===== src/inc/pic_pkg.sv =====
// Constants for the port ingress classification control block.
`default_nettype none
package pic_pkg;
    // ------------------------------------------------------------
    // Register indices and byte addresses
    // ------------------------------------------------------------
    localparam logic [15:0] PIC_IDX_PRIO_SRC = 16'h0801;
    localparam logic [15:0] PIC_IDX_INGRESS = 16'h0802;
    localparam logic [15:0] PIC_IDX_AUTH = 16'h0803;
    localparam logic [15:0] PIC_IDX_PTR = 16'h0804;
    localparam logic [15:0] PIC_IDX_MAP = 16'h0808;
    localparam logic [15:0] PIC_ADDR_PRIO_SRC = {PIC_IDX_PRIO_SRC[13:0], 2'b00};
    localparam logic [15:0] PIC_ADDR_INGRESS = {PIC_IDX_INGRESS[13:0], 2'b00};
    localparam logic [15:0] PIC_ADDR_AUTH = {PIC_IDX_AUTH[13:0], 2'b00};
    localparam logic [15:0] PIC_ADDR_PTR = {PIC_IDX_PTR[13:0], 2'b00};
    localparam logic [15:0] PIC_ADDR_MAP = {PIC_IDX_MAP[13:0], 2'b00};
    // ------------------------------------------------------------
    // Writable bit masks and reset values
    // ------------------------------------------------------------
    localparam logic [31:0] PIC_PRIO_SRC_WMASK = 32'h0000_00DF;
    localparam logic [31:0] PIC_INGRESS_WMASK = 32'h0000_009F;
    localparam logic [31:0] PIC_AUTH_WMASK = 32'h0000_0003;
    localparam logic [31:0] PIC_PTR_WMASK = 32'h0007_0003;
    localparam logic [31:0] PIC_MAP_WMASK = 32'h3333_3333;
    localparam logic [7:0] PIC_PRIO_SRC_RST = 8'h00;
    localparam logic [7:0] PIC_INGRESS_RST = 8'h00;
    localparam logic [1:0] PIC_AUTH_RST = 2'h0;
    localparam logic [2:0] PIC_PORT_IDX_RST = 3'h0;
    localparam logic [1:0] PIC_QUEUE_PTR_RST = 2'h0;
    localparam logic [31:0] PIC_MAP_RST = 32'h3322_1100;
    // ------------------------------------------------------------
    // Field positions
    // ------------------------------------------------------------
    localparam int PIC_ING_CAP_BIT = 7;
    localparam int PIC_ING_DROP_UNTAG_BIT = 4;
    localparam int PIC_ING_DROP_TAG_BIT = 3;
    localparam int PIC_AUTH_ACL_EN_BIT = 2;
    localparam int PIC_PTR_PORT_LSB = 16;
    localparam int PIC_SRC_EN_LSB = 1;
    // ------------------------------------------------------------
    // Authentication modes and bus responses
    // ------------------------------------------------------------
    localparam logic [1:0] PIC_AUTH_RESERVED = 2'h0;
    localparam logic [1:0] PIC_AUTH_BLOCK = 2'h1;
    localparam logic [1:0] PIC_AUTH_PASS = 2'h2;
    localparam logic [1:0] PIC_AUTH_TRAP = 2'h3;
    localparam logic [1:0] PIC_RESP_OKAY = 2'h0;
    localparam logic [1:0] PIC_RESP_SLVERR = 2'h2;
endpackage
`default_nettype wire


===== src/inc/pic_cfg_if.sv =====
// Configuration carried from the register bank to the frame classifier.
`default_nettype none
interface pic_cfg_if;
    logic cap_en;
    logic drop_untag;
    logic drop_tag;
    logic [2:0] dflt_prio;
    logic [1:0] auth_mode;
    logic [2:0] src_en;
    logic [31:0] map;
    modport regs (output cap_en, output drop_untag, output drop_tag, output dflt_prio, output auth_mode,
                  output src_en, output map);
    modport cls (input cap_en, input drop_untag, input drop_tag, input dflt_prio, input auth_mode,
                 input src_en, input map);
endinterface
`default_nettype wire


===== src/hw/pic_classify.sv =====
// Per-frame drop, priority, queue and authentication decision.
`default_nettype none
module pic_classify (
    input wire logic aclk,
    input wire logic aresetn,
    pic_cfg_if.cls cfg,
    input wire logic frm_valid,
    input wire logic frm_tagged,
    input wire logic [2:0] frm_tag_prio,
    input wire logic [2:0] frm_cls_hit,
    input wire logic [2:0] frm_cls_prio,
    input wire logic frm_acl_match,
    input wire logic frm_acl_drop,
    input wire logic [2:0] default_tag_prio,
    input wire logic access_list_en,
    output logic res_valid,
    output logic res_drop,
    output logic [2:0] res_prio,
    output logic [2:0] res_tag_prio,
    output logic [1:0] res_queue,
    output logic res_to_host,
    output logic res_auth_req
);
    // ------------------------------------------------------------
    // Decision logic
    // ------------------------------------------------------------
    logic use_cls;
    logic [2:0] prio;
    logic [2:0] tag_prio;
    logic acl_drop;
    logic drop;
    logic miss_blocks;

    assign use_cls = |(frm_cls_hit & cfg.src_en);
    assign prio = use_cls ? frm_cls_prio : cfg.dflt_prio;
    assign tag_prio = (cfg.cap_en && frm_tagged && (frm_tag_prio > default_tag_prio)) ?
                      default_tag_prio : frm_tag_prio;
    assign miss_blocks = (cfg.auth_mode == pic_pkg::PIC_AUTH_BLOCK) ||
                         (cfg.auth_mode == pic_pkg::PIC_AUTH_TRAP);
    assign acl_drop = access_list_en && (frm_acl_match ? frm_acl_drop : miss_blocks);
    assign drop = (cfg.drop_untag && !frm_tagged) || (cfg.drop_tag && frm_tagged) || acl_drop;

    // ------------------------------------------------------------
    // Registered result
    // ------------------------------------------------------------
    always_ff @(posedge aclk) begin
        if (!aresetn) begin
            res_valid <= 1'b0;
        end else begin
            res_valid <= frm_valid;
        end
    end

    always_ff @(posedge aclk) begin
        if (!aresetn) begin
            res_drop <= 1'b0;
            res_prio <= 3'h0;
            res_tag_prio <= 3'h0;
            res_queue <= 2'h0;
            res_to_host <= 1'b0;
            res_auth_req <= 1'b0;
        end else if (frm_valid) begin
            res_drop <= drop;
            res_prio <= prio;
            res_tag_prio <= tag_prio;
            res_queue <= cfg.map[{prio, 2'b00} +: 2];
            res_to_host <= (cfg.auth_mode == pic_pkg::PIC_AUTH_TRAP) && !drop;
            res_auth_req <= miss_blocks;
        end
    end
endmodule
`default_nettype wire


===== src/hw/pic_port_ingress.sv =====
// Port ingress control register bank with AXI4-Lite access and frame classifier.
// What this block does
// - Cap tag priority to default when enabled.
// - Discard untagged frames when drop-untagged set.
// - Discard tagged frames when drop-tagged set.
// - Use fallback priority when no classifier hits.
// - Block mode: enforce, block access-list misses.
// - Pass mode: forward access-list misses; matched drop entries still drop.
// - Trap mode: enforce, send frames that are not dropped to host.
// - Read-only access-list enable indicator at bit two.
// - Writable three-bit port index, resets zero.
// - Writable two-bit queue pointer, resets zero.
// - Two-bit field per priority, at four-bit spacing, selects queue.
// - Reset map pairs priorities onto queues.
// - Source enables gate the classifier hits.
//
// The AXI4-Lite interface to the registers was left to the implementer.
`default_nettype none
module pic_port_ingress (
    input wire logic aclk,
    input wire logic aresetn,
    input wire logic [15:0] awaddr,
    input wire logic awvalid,
    output logic awready,
    input wire logic [31:0] wdata,
    input wire logic [3:0] wstrb,
    input wire logic wvalid,
    output logic wready,
    output logic [1:0] bresp,
    output logic bvalid,
    input wire logic bready,
    input wire logic [15:0] araddr,
    input wire logic arvalid,
    output logic arready,
    output logic [31:0] rdata,
    output logic [1:0] rresp,
    output logic rvalid,
    input wire logic rready,
    input wire logic frm_valid,
    input wire logic frm_tagged,
    input wire logic [2:0] frm_tag_prio,
    input wire logic [2:0] frm_cls_hit,
    input wire logic [2:0] frm_cls_prio,
    input wire logic frm_acl_match,
    input wire logic frm_acl_drop,
    input wire logic [2:0] default_tag_prio,
    input wire logic access_list_en,
    output logic res_valid,
    output logic res_drop,
    output logic [2:0] res_prio,
    output logic [2:0] res_tag_prio,
    output logic [1:0] res_queue,
    output logic res_to_host,
    output logic res_auth_req,
    output logic [2:0] port_index,
    output logic [1:0] queue_ptr
);
    // ------------------------------------------------------------
    // Register state
    // ------------------------------------------------------------
    logic [7:0] prio_src_q;
    logic [7:0] ing_q;
    logic [1:0] auth_q;
    logic [2:0] port_idx_q;
    logic [1:0] queue_ptr_q;
    logic [31:0] map_q;
    logic aw_got_q;
    logic w_got_q;
    logic [15:0] awaddr_q;
    logic [31:0] wdata_q;
    logic [3:0] wstrb_q;
    logic bvalid_q;
    logic [1:0] bresp_q;
    logic rvalid_q;
    logic [1:0] rresp_q;
    logic [31:0] rdata_q;
    logic wr_fire;
    logic wr_hit;
    logic [31:0] rd_word;
    logic rd_hit;
    logic [31:0] ptr_word;
    logic [31:0] prio_src_wr;
    logic [31:0] ing_wr;
    logic [31:0] auth_wr;
    logic [31:0] ptr_wr;
    logic [31:0] map_wr;

    function automatic logic [31:0] pic_merge(input logic [31:0] cur, input logic [31:0] nxt,
                                              input logic [3:0] strb, input logic [31:0] wmask);
        logic [31:0] lanes;
        lanes = {{8{strb[3]}}, {8{strb[2]}}, {8{strb[1]}}, {8{strb[0]}}};
        return ((cur & ~lanes) | (nxt & lanes)) & wmask;
    endfunction

    // ------------------------------------------------------------
    // AXI4-Lite write channel
    // ------------------------------------------------------------
    assign awready = !aw_got_q && !bvalid_q;
    assign wready = !w_got_q && !bvalid_q;
    assign wr_fire = aw_got_q && w_got_q && !bvalid_q;
    assign bvalid = bvalid_q;
    assign bresp = bresp_q;
    assign wr_hit = (awaddr_q == pic_pkg::PIC_ADDR_PRIO_SRC) || (awaddr_q == pic_pkg::PIC_ADDR_INGRESS) ||
                    (awaddr_q == pic_pkg::PIC_ADDR_AUTH) || (awaddr_q == pic_pkg::PIC_ADDR_PTR) ||
                    (awaddr_q == pic_pkg::PIC_ADDR_MAP);

    always_ff @(posedge aclk) begin
        if (!aresetn) begin
            aw_got_q <= 1'b0;
            w_got_q <= 1'b0;
            awaddr_q <= 16'h0000;
            wdata_q <= 32'h0000_0000;
            wstrb_q <= 4'h0;
            bvalid_q <= 1'b0;
            bresp_q <= pic_pkg::PIC_RESP_OKAY;
        end else begin
            if (awvalid && awready) begin
                aw_got_q <= 1'b1;
                awaddr_q <= awaddr;
            end
            if (wvalid && wready) begin
                w_got_q <= 1'b1;
                wdata_q <= wdata;
                wstrb_q <= wstrb;
            end
            if (wr_fire) begin
                aw_got_q <= 1'b0;
                w_got_q <= 1'b0;
                bvalid_q <= 1'b1;
                bresp_q <= wr_hit ? pic_pkg::PIC_RESP_OKAY : pic_pkg::PIC_RESP_SLVERR;
            end else if (bvalid_q && bready) begin
                bvalid_q <= 1'b0;
            end
        end
    end

    // ------------------------------------------------------------
    // Register updates
    // ------------------------------------------------------------
    assign ptr_word = {13'h0000, port_idx_q, 14'h0000, queue_ptr_q};
    assign prio_src_wr = pic_merge({24'h000000, prio_src_q}, wdata_q, wstrb_q, pic_pkg::PIC_PRIO_SRC_WMASK);
    assign ing_wr = pic_merge({24'h000000, ing_q}, wdata_q, wstrb_q, pic_pkg::PIC_INGRESS_WMASK);
    assign auth_wr = pic_merge({30'h00000000, auth_q}, wdata_q, wstrb_q, pic_pkg::PIC_AUTH_WMASK);
    assign ptr_wr = pic_merge(ptr_word, wdata_q, wstrb_q, pic_pkg::PIC_PTR_WMASK);
    assign map_wr = pic_merge(map_q, wdata_q, wstrb_q, pic_pkg::PIC_MAP_WMASK);

    always_ff @(posedge aclk) begin
        if (!aresetn) begin
            prio_src_q <= pic_pkg::PIC_PRIO_SRC_RST;
        end else if (wr_fire && awaddr_q == pic_pkg::PIC_ADDR_PRIO_SRC) begin
            prio_src_q <= prio_src_wr[7:0];
        end
    end

    always_ff @(posedge aclk) begin
        if (!aresetn) begin
            ing_q <= pic_pkg::PIC_INGRESS_RST;
        end else if (wr_fire && awaddr_q == pic_pkg::PIC_ADDR_INGRESS) begin
            ing_q <= ing_wr[7:0];
        end
    end

    always_ff @(posedge aclk) begin
        if (!aresetn) begin
            auth_q <= pic_pkg::PIC_AUTH_RST;
        end else if (wr_fire && awaddr_q == pic_pkg::PIC_ADDR_AUTH) begin
            auth_q <= auth_wr[1:0];
        end
    end

    always_ff @(posedge aclk) begin
        if (!aresetn) begin
            port_idx_q <= pic_pkg::PIC_PORT_IDX_RST;
            queue_ptr_q <= pic_pkg::PIC_QUEUE_PTR_RST;
        end else if (wr_fire && awaddr_q == pic_pkg::PIC_ADDR_PTR) begin
            port_idx_q <= ptr_wr[pic_pkg::PIC_PTR_PORT_LSB +: 3];
            queue_ptr_q <= ptr_wr[1:0];
        end
    end

    always_ff @(posedge aclk) begin
        if (!aresetn) begin
            map_q <= pic_pkg::PIC_MAP_RST;
        end else if (wr_fire && awaddr_q == pic_pkg::PIC_ADDR_MAP) begin
            map_q <= map_wr;
        end
    end

    assign port_index = port_idx_q;
    assign queue_ptr = queue_ptr_q;

    // ------------------------------------------------------------
    // AXI4-Lite read channel
    // ------------------------------------------------------------
    assign arready = !rvalid_q;
    assign rvalid = rvalid_q;
    assign rresp = rresp_q;
    assign rdata = rdata_q;

    always_comb begin
        rd_word = 32'h0000_0000;
        rd_hit = 1'b1;
        case (araddr)
            pic_pkg::PIC_ADDR_PRIO_SRC: rd_word = {24'h000000, prio_src_q};
            pic_pkg::PIC_ADDR_INGRESS: rd_word = {24'h000000, ing_q};
            pic_pkg::PIC_ADDR_AUTH: rd_word = {29'h00000000, access_list_en, auth_q};
            pic_pkg::PIC_ADDR_PTR: rd_word = ptr_word;
            pic_pkg::PIC_ADDR_MAP: rd_word = map_q;
            default: rd_hit = 1'b0;
        endcase
    end

    always_ff @(posedge aclk) begin
        if (!aresetn) begin
            rvalid_q <= 1'b0;
            rresp_q <= pic_pkg::PIC_RESP_OKAY;
            rdata_q <= 32'h0000_0000;
        end else if (arvalid && arready) begin
            rvalid_q <= 1'b1;
            rresp_q <= rd_hit ? pic_pkg::PIC_RESP_OKAY : pic_pkg::PIC_RESP_SLVERR;
            rdata_q <= rd_word;
        end else if (rvalid_q && rready) begin
            rvalid_q <= 1'b0;
        end
    end

    // ------------------------------------------------------------
    // Frame classifier
    // ------------------------------------------------------------
    pic_cfg_if cfg_if ();

    assign cfg_if.cap_en = ing_q[pic_pkg::PIC_ING_CAP_BIT];
    assign cfg_if.drop_untag = ing_q[pic_pkg::PIC_ING_DROP_UNTAG_BIT];
    assign cfg_if.drop_tag = ing_q[pic_pkg::PIC_ING_DROP_TAG_BIT];
    assign cfg_if.dflt_prio = ing_q[2:0];
    assign cfg_if.auth_mode = auth_q;
    assign cfg_if.src_en = prio_src_q[pic_pkg::PIC_SRC_EN_LSB +: 3];
    assign cfg_if.map = map_q;

    pic_classify u_classify (
        .aclk(aclk),
        .aresetn(aresetn),
        .cfg(cfg_if.cls),
        .frm_valid(frm_valid),
        .frm_tagged(frm_tagged),
        .frm_tag_prio(frm_tag_prio),
        .frm_cls_hit(frm_cls_hit),
        .frm_cls_prio(frm_cls_prio),
        .frm_acl_match(frm_acl_match),
        .frm_acl_drop(frm_acl_drop),
        .default_tag_prio(default_tag_prio),
        .access_list_en(access_list_en),
        .res_valid(res_valid),
        .res_drop(res_drop),
        .res_prio(res_prio),
        .res_tag_prio(res_tag_prio),
        .res_queue(res_queue),
        .res_to_host(res_to_host),
        .res_auth_req(res_auth_req)
    );

    // ------------------------------------------------------------
    // Assertions
    // ------------------------------------------------------------
    logic [31:0] map_d1_q;

    always_ff @(posedge aclk) begin
        map_d1_q <= map_q;
    end

    prio_cap_a: assert property (@(posedge aclk) disable iff (!aresetn)
        frm_valid && frm_tagged && ing_q[7] && (frm_tag_prio > default_tag_prio)
        |=> res_valid && (res_tag_prio == $past(default_tag_prio)))
        else $error("Tag priority was not capped.");

    prio_keep_a: assert property (@(posedge aclk) disable iff (!aresetn)
        frm_valid && !ing_q[7] |=> res_tag_prio == $past(frm_tag_prio))
        else $error("Tag priority changed with cap off.");

    untag_drop_a: assert property (@(posedge aclk) disable iff (!aresetn)
        frm_valid && !frm_tagged && ing_q[4] |=> res_valid && res_drop)
        else $error("Untagged frame was not dropped.");

    tag_drop_a: assert property (@(posedge aclk) disable iff (!aresetn)
        frm_valid && frm_tagged && ing_q[3] |=> res_valid && res_drop)
        else $error("Tagged frame was not dropped.");

    fallback_prio_a: assert property (@(posedge aclk) disable iff (!aresetn)
        frm_valid && ((frm_cls_hit & prio_src_q[3:1]) == 3'h0) |=> res_prio == $past(ing_q[2:0]))
        else $error("Fallback priority not applied.");

    block_miss_a: assert property (@(posedge aclk) disable iff (!aresetn)
        frm_valid && access_list_en && !frm_acl_match && auth_q[0] |=> res_drop && res_auth_req)
        else $error("Access-list miss not blocked.");

    pass_miss_a: assert property (@(posedge aclk) disable iff (!aresetn)
        frm_valid && auth_q == pic_pkg::PIC_AUTH_PASS && !frm_acl_match && !ing_q[4] && !ing_q[3]
        |=> !res_drop && !res_auth_req && !res_to_host)
        else $error("Pass mode dropped a miss.");

    trap_host_a: assert property (@(posedge aclk) disable iff (!aresetn)
        frm_valid && auth_q == pic_pkg::PIC_AUTH_TRAP && !access_list_en && !ing_q[4] && !ing_q[3]
        |=> res_to_host && res_auth_req)
        else $error("Trap mode did not send to host.");

    acl_bit_a: assert property (@(posedge aclk) disable iff (!aresetn)
        arvalid && arready && araddr == pic_pkg::PIC_ADDR_AUTH
        |=> rvalid && rdata[2] == $past(access_list_en) && rdata[31:3] == 29'h00000000)
        else $error("Access-list enable bit read wrong.");

    ptr_reset_a: assert property (@(posedge aclk)
        !aresetn |=> port_index == 3'h0 && queue_ptr == 2'h0)
        else $error("Pointer not zero after reset.");

    queue_map_a: assert property (@(posedge aclk) disable iff (!aresetn)
        $past(frm_valid) && res_valid |-> res_queue == map_d1_q[{res_prio, 2'b00} +: 2])
        else $error("Queue does not follow the map.");

    map_reset_a: assert property (@(posedge aclk)
        !aresetn |=> map_q == 32'h3322_1100)
        else $error("Map reset value wrong.");

    rsvd_zero_a: assert property (@(posedge aclk) disable iff (!aresetn)
        arvalid && arready && araddr == pic_pkg::PIC_ADDR_MAP
        |=> rvalid && (rdata & ~pic_pkg::PIC_MAP_WMASK) == 32'h0000_0000)
        else $error("Reserved bits hold nonzero.");

    write_resp_a: assert property (@(posedge aclk) disable iff (!aresetn)
        aw_got_q && w_got_q && !bvalid_q |=> bvalid ##0 $stable(wdata_q))
        else $error("Write response missing.");

    trap_cover_c: cover property (@(posedge aclk) disable iff (!aresetn)
        res_valid && res_to_host);
    untag_cover_c: cover property (@(posedge aclk) disable iff (!aresetn)
        frm_valid && !frm_tagged && ing_q[4] ##1 res_drop);
    cap_cover_c: cover property (@(posedge aclk) disable iff (!aresetn)
        frm_valid && frm_tagged && ing_q[7] && (frm_tag_prio > default_tag_prio));
    map_wr_cover_c: cover property (@(posedge aclk) disable iff (!aresetn)
        wr_fire && awaddr_q == pic_pkg::PIC_ADDR_MAP ##1 bvalid);
endmodule
`default_nettype wire


===== config.mk =====
export PLATFORM = sky130hd
export DESIGN_NAME = pic_port_ingress
export DESIGN_NICKNAME = d
export VERILOG_FILES = /design/src/inc/pic_pkg.sv /design/src/inc/pic_cfg_if.sv /design/src/hw/pic_classify.sv /design/src/hw/pic_port_ingress.sv
export SDC_FILE = /design/constraint.sdc
export NUM_CORES = 1
export LEC_CHECK = 0
export BUFFER_PORTS_ARGS = -buffer_cell sky130_fd_sc_hd__buf_4
export CAP_MARGIN = 40
export CORE_ASPECT_RATIO = 1.1
export CORE_MARGIN = 1
export CORE_UTILIZATION = 40
export DETAILED_ROUTE_END_ITERATION = 10
export PLACE_DENSITY = 0.75
export SLEW_MARGIN = 20
export SYNTH_ARGS = -nofsm -noshare
export SYNTH_HDL_FRONTEND = slang
export SYNTH_SLANG_ARGS = --single-unit

===== constraint.sdc =====
create_clock -name aclk -period 3.1 [get_ports aclk]
set_clock_uncertainty 0.05 [all_clocks]
set_input_delay 0.62 -clock aclk [delete_from_list [all_inputs] [get_ports aclk]]
set_output_delay 0.62 -clock aclk [all_outputs]
set_load 0.01 [all_outputs]

==> After elaboration in Yosys (flattened, before gate mapping) <==
Cells that the tools add are included.
{ "totals": {"reg_bits": 138, "inputBits": 92, "wordCells": 100} }
{ "op_classes": {"order_cmp": 1, "n_eq_ne": 12, "n_shift": 1, "n_mux": 11, "bitwise": 14, "n_reduce_logical": 38} }
{ "op_table": {"columns": ["cell", "count"], "rows": [
  ["16-bit by 14-bit == test with 1-bit output, second input constant", 10],
  ["30-bit case mux with 5 select lines", 1],
  ["30-bit AND", 2],
  ["32-bit by 6-bit indexed part select with 2-bit output", 1],
  ["30-bit NOT", 1],
  ["30-bit bitwise OR", 1],
  ["1-bit logical AND", 20],
  ["19-bit AND", 1],
  ["19-bit bitwise OR", 1],
  ["8-bit AND", 2],
  ["8-bit bitwise OR", 2],
  ["1-bit logical OR", 7],
  ["1-bit zero test", 6],
  ["1-bit 2-to-1 mux", 6],
  ["3-bit 2-to-1 mux", 2],
  ["5-bit OR reduction", 1],
  ["2-bit 2-to-1 mux", 2],
  ["2-bit nonzero test", 2],
  ["3-bit AND", 1],
  ["3-bit greater-than comparator", 1],
  ["3-bit OR reduction", 1],
  ["2-bit AND", 1],
  ["2-bit by 1-bit == test with 1-bit output, second input constant", 1],
  ["2-bit == test, second input constant", 1],
  ["3 further kinds", 3]
]} }

==> Longest topological paths before layout <==
{ "logic_depth": {"ltp_word": 7, "ltp_mapped": 7, "mapped_depth_nobuf": 7} }

==> By module <==
From an unflattened synthesis, not the netlist that was laid out.
{ "unflattened": {"hier_cells": 647, "hier_area_um2": 5262.5} }
{ "modules_own_cells": {"columns": ["mod", "instances", "cells_each", "area_per_inst_um2"], "rows": [
  ["pic_port_ingress", 1, 543, 4406.7],
  ["pic_classify", 1, 104, 855.8]
]} }

==> Least setup slack after synthesis <==
Ideal clock, no wire load.
{ "synth_timing": {"kind": "input port to flip-flop", "from": "input araddr[9]", "to": "register rdata_q[4] (netlist: rdata[4])", "setup_time_ns": 0.088, "arrival_time_ns": 2.299, "required_time_ns": 2.962, "setup_slack_ns": 0.663, "cell_stages": 6, "n_path_buf": 1, "cell_sequence": "or4_1 or3_1 buf_6 nor4_4 a22oi_2 a311oi_2"} }
{ "synth_via": {"elab_chain_cells": 2} }
{ "synth_rtl": {"columns": ["element", "line_no", "rtl"], "rows": [
  ["start: declaration", "pic_port_ingress.sv:32", "input wire logic [15:0] araddr,"],
  ["16-bit by 14-bit == test with 1-bit output", "pic_port_ingress.sv:203", "case (araddr)"],
  ["30-bit case mux with 5 select lines *", "pic_port_ingress.sv:203", null],
  ["end signal: assignment", "pic_port_ingress.sv:221", "rdata_q <= rd_word;"],
  ["end: declaration", "pic_port_ingress.sv:76", "logic [31:0] rdata_q;"]
]} }
Mark *: on every way between the ends. The rest lies on a longest branch, timed or not.
A chain may end at the register's enable or synchronous reset.

==> flow_summary.json <==
{
  "drc_markers": 0,
  "yosys.cell_types.count": 54,
  "critPathArrivalTime_ns": 2.72,
  "share_of_layout_cells_above_drive_strength_1": 0.2626,
  "critical_path.startpoint_type": "flop",
  "postCtsResizedCells": 0,
  "ys_top_cells_by_area": "sky130_fd_sc_hd__dfxtp_1 46%, sky130_fd_sc_hd__nand2_1 9.3%, sky130_fd_sc_hd__mux2i_1 9.0%",
  "synthDominantAreaCellType": "sky130_fd_sc_hd__dfxtp_1",
  "synth_area_per_cell_sq_um": 8.619,
  "syn-instance-count": 583,
  "cts_tree": "yes",
  "viasPerCell": 5.239,
  "detailedPlace.worstSlack_ns": 0.3011,
  "finalSetupTns_ns": 0,
  "totalPowerFinal_mw": 3.796,
  "power.static_leakage_nw": 2.630,
  "finish.net_count": 800,
  "yosys.area.top_type_share": 0.4622,
  "synth-main-ff-cell": "sky130_fd_sc_hd__dfxtp_1",
  "area_growth_synth_to_finish_pct": 32.42,
  "antenna_violations_before_repair": 0,
  "initialDrtViolationCount": 214,
  "post-route-worst-setup-slack_ns": 0.6165,
  "final_antenna_net_count": 0,
  "grt_pass1_vias": 4519,
  "core_sq_um": 12140,
  "routed_wl_mm": 13.08,
  "stdcell_area_sq_um": 6654,
  "status": "complete, no violations",
  "cts_setup_buffers": 0,
  "clk_root_buf": "sky130_fd_sc_hd__clkbuf_16",
  "die_area_sq_um": 13010,
  "postLayoutCoreUtil": 0.5481,
  "antennaDiodeCount": 0,
  "drv.max_cap_violation_count": 0,
  "num_io_pins": 150,
  "mappedNetlistArea_sq_um": 5025,
  "placement_rows": 42,
  "drt_first_pass_iters": 6,
  "total_of_warnings_raised_by_yosys": 0,
  "slowest_delay_ns": 0.78,
  "critical_path.slowest_cell": "sky130_fd_sc_hd__nor4b_2",
  "numCtsBuffers": 17,
  "grt_use_total": 0.2114,
  "max-slew-margin-rel": 0.5057,
  "rsz_0062_raised_after_global_routing": "false",
  "crit_required_ns": 3.34,
  "startpoint": "awaddr_q[14]$_SDFFE_PN0P_",
  "clock.fmax_mhz": 402.7,
  "postCtsHoldBufs": 0,
  "clk_latency_ns": 0.41,
  "cellPowerDensity_nw_per_um2": 570.5,
  "number_of_enable_flip_flop_cells_after_synthesis": 0,
  "dpl_cell_area_sq_um": 6048,
  "die-width_um": 108.9,
  "clk_pin_slew_ns": 0.05,
  "chipHeight_um": 119.6,
  "post_detailed_placement_half_perimeter_wirelength_mm": 9.606,
  "critical_path.endpoint_type": "flop",
  "final_cycle_utilization_of_the_critical_path": 0.8011,
  "worst-slew-pin-transition_ns": 0.7396,
  "min_path_type": "reg2reg",
  "period_needed_ns": 2.484,
  "holdCritStartpoint": "wdata_q[6]$_SDFFE_PN0P_",
  "place.detailed.instances": 838,
  "grt_remaining_overflow": 0,
  "gpl.final_weighted_congestion": 0.8944,
  "grt_first_pass_wirelength_mm": 21.18,
  "layoutNonFillerInstCount": 870,
  "ys_seq_elements": 116,
  "hold_viol": 0,
  "final_layout_worst_hold_slack_ns": 0.4005,
  "timing_max_transition_violations_final": 0,
  "numClockSinks": 116,
  "timing_worst_setup_path_type": "reg2reg",
  "crit_chain": "nor4b_1 > nand4_2 > nor4b_2 > mux2i_1 > nor2_1",
  "power.ir.vdd_worst_v": 0.0003129,
  "setup_viol_count_final": 0,
  "clock_path_buffers": 2,
  "path_max_fanout": 10,
  "starting_density_of_the_core": 0.4139,
  "detail_route.wl_per_cell_um": 15.03,
  "crit-reg2reg-launch": "awaddr_q[14]$_SDFFE_PN0P_",
  "buffer_ports.inserted": 125,
  "grt_max_degree": 65,
  "async_s_r_ff_share_synth": 0,
  "routed-via-count": 4558,
  "cts-htree-levels": 4,
  "seq_area_frac_synth": 0.4622
}
==> critical path, delay by kind of cell (launching register included) <==
family | cells | cell delay, ns
simple gates | 4 | 1.71
mux | 1 | 0.29
flops | 1 | 0.31
==> Yosys cell counts, drive strengths merged, types with 2 or more instances <==
library cell    n
nand2         124
dfxtp         116
a21oi          70
nor2           51
mux2i          45
clkbuf         25
buf            20
nand3          17
inv            14
o21ai          14
nor4            9
nor4b           9
a211oi          7
nand2b          5
a221oi          4
a22oi           4
mux2            4
nand4           4
nor2b           4
nor3            4
a222oi          3
ha              3
a311oi          2
a31oi           2
a32o            2
and2            2
nand3b          2
or3b            2
or4             2
or4b            2
==> metal layers <==
layer | GRT usage | wire (um)
met1 | 0.2474 | 5481
met2 | 0.3506 | 6360
met3 | 0.06301 | 946
met4 | 0.09713 | 293
met5 | 0 | 0
==> cells in the final DEF, fill, tap and decap left out, types with 4 or more instances in the layout <==
cell / synthesis / routed
sky130_fd_sc_hd__inv_1: 13 / 13
sky130_fd_sc_hd__a211oi_1: 7 / 7
sky130_fd_sc_hd__nor4_1: 6 / 6
sky130_fd_sc_hd__clkbuf_8: 0 / 8
sky130_fd_sc_hd__a221oi_1: 4 / 4
sky130_fd_sc_hd__nor2b_1: 4 / 4
sky130_fd_sc_hd__nand2b_1: 5 / 5
sky130_fd_sc_hd__nand2_1: 124 / 124
sky130_fd_sc_hd__buf_4: 13 / 133
sky130_fd_sc_hd__o21ai_0: 14 / 14
sky130_fd_sc_hd__nor4b_2: 5 / 6
sky130_fd_sc_hd__dfxtp_1: 116 / 116
sky130_fd_sc_hd__mux2i_1: 45 / 45
sky130_fd_sc_hd__clkbuf_16: 0 / 17
sky130_fd_sc_hd__a21oi_1: 70 / 70
sky130_fd_sc_hd__nand3_1: 16 / 16
sky130_fd_sc_hd__nor2_1: 51 / 51
sky130_fd_sc_hd__mux2_2: 4 / 4
sky130_fd_sc_hd__conb_1: 1 / 13
==> cell type report <==
class	instances	area (sq um)
tap	154	192.7
clock inverter	3	40.04
fill	1108	5485
clock buffer	27	543.0
multi-input combinational	420	2462
inverter	14	52.55
timing repair buffer	136	1041
sequential	116	2322
==> cells by family (layout without fill, tap and decap cells) <==
group | Yosys count | after routing | share of synthesized area
buffers and inverters | 59 | 180 | 0.05802
adders and majority gates | 3 | 3 | 0.007471
muxes | 49 | 49 | 0.09860
and+or+nand+nor | 241 | 241 | 0.2368
other | 1 | 13 | 0.0007463
DFF | 116 | 116 | 0.4622
AOI/OAI and AO/OA | 113 | 113 | 0.1345
xor gates and xnor gates | 1 | 1 | 0.001743
==> path summary, 6_finish.rpt <==
check | to | slack, ns | depth (start not counted)
max | flop | 0.62 | 5
min | wdata_q[6]$_SDFFE_PN0P_ | 0.40 | 2
max reg2reg | flop | 0.62 | 5
min reg2reg | wdata_q[6]$_SDFFE_PN0P_ | 0.40 | 2
==> report_power, final <==
part | switching (mW) | total (mW) | leakage [nW] | internal [mW]
clock network | 0.627 | 1.89 | 0.291 | 1.26
registers | 0.0380 | 1.58 | 0.945 | 1.55
logic | 0.175 | 0.326 | 1.39 | 0.151
total | 0.839 | 3.80 | 2.63 | 2.96
No activity file was read; power rests on OpenSTA's default activity.
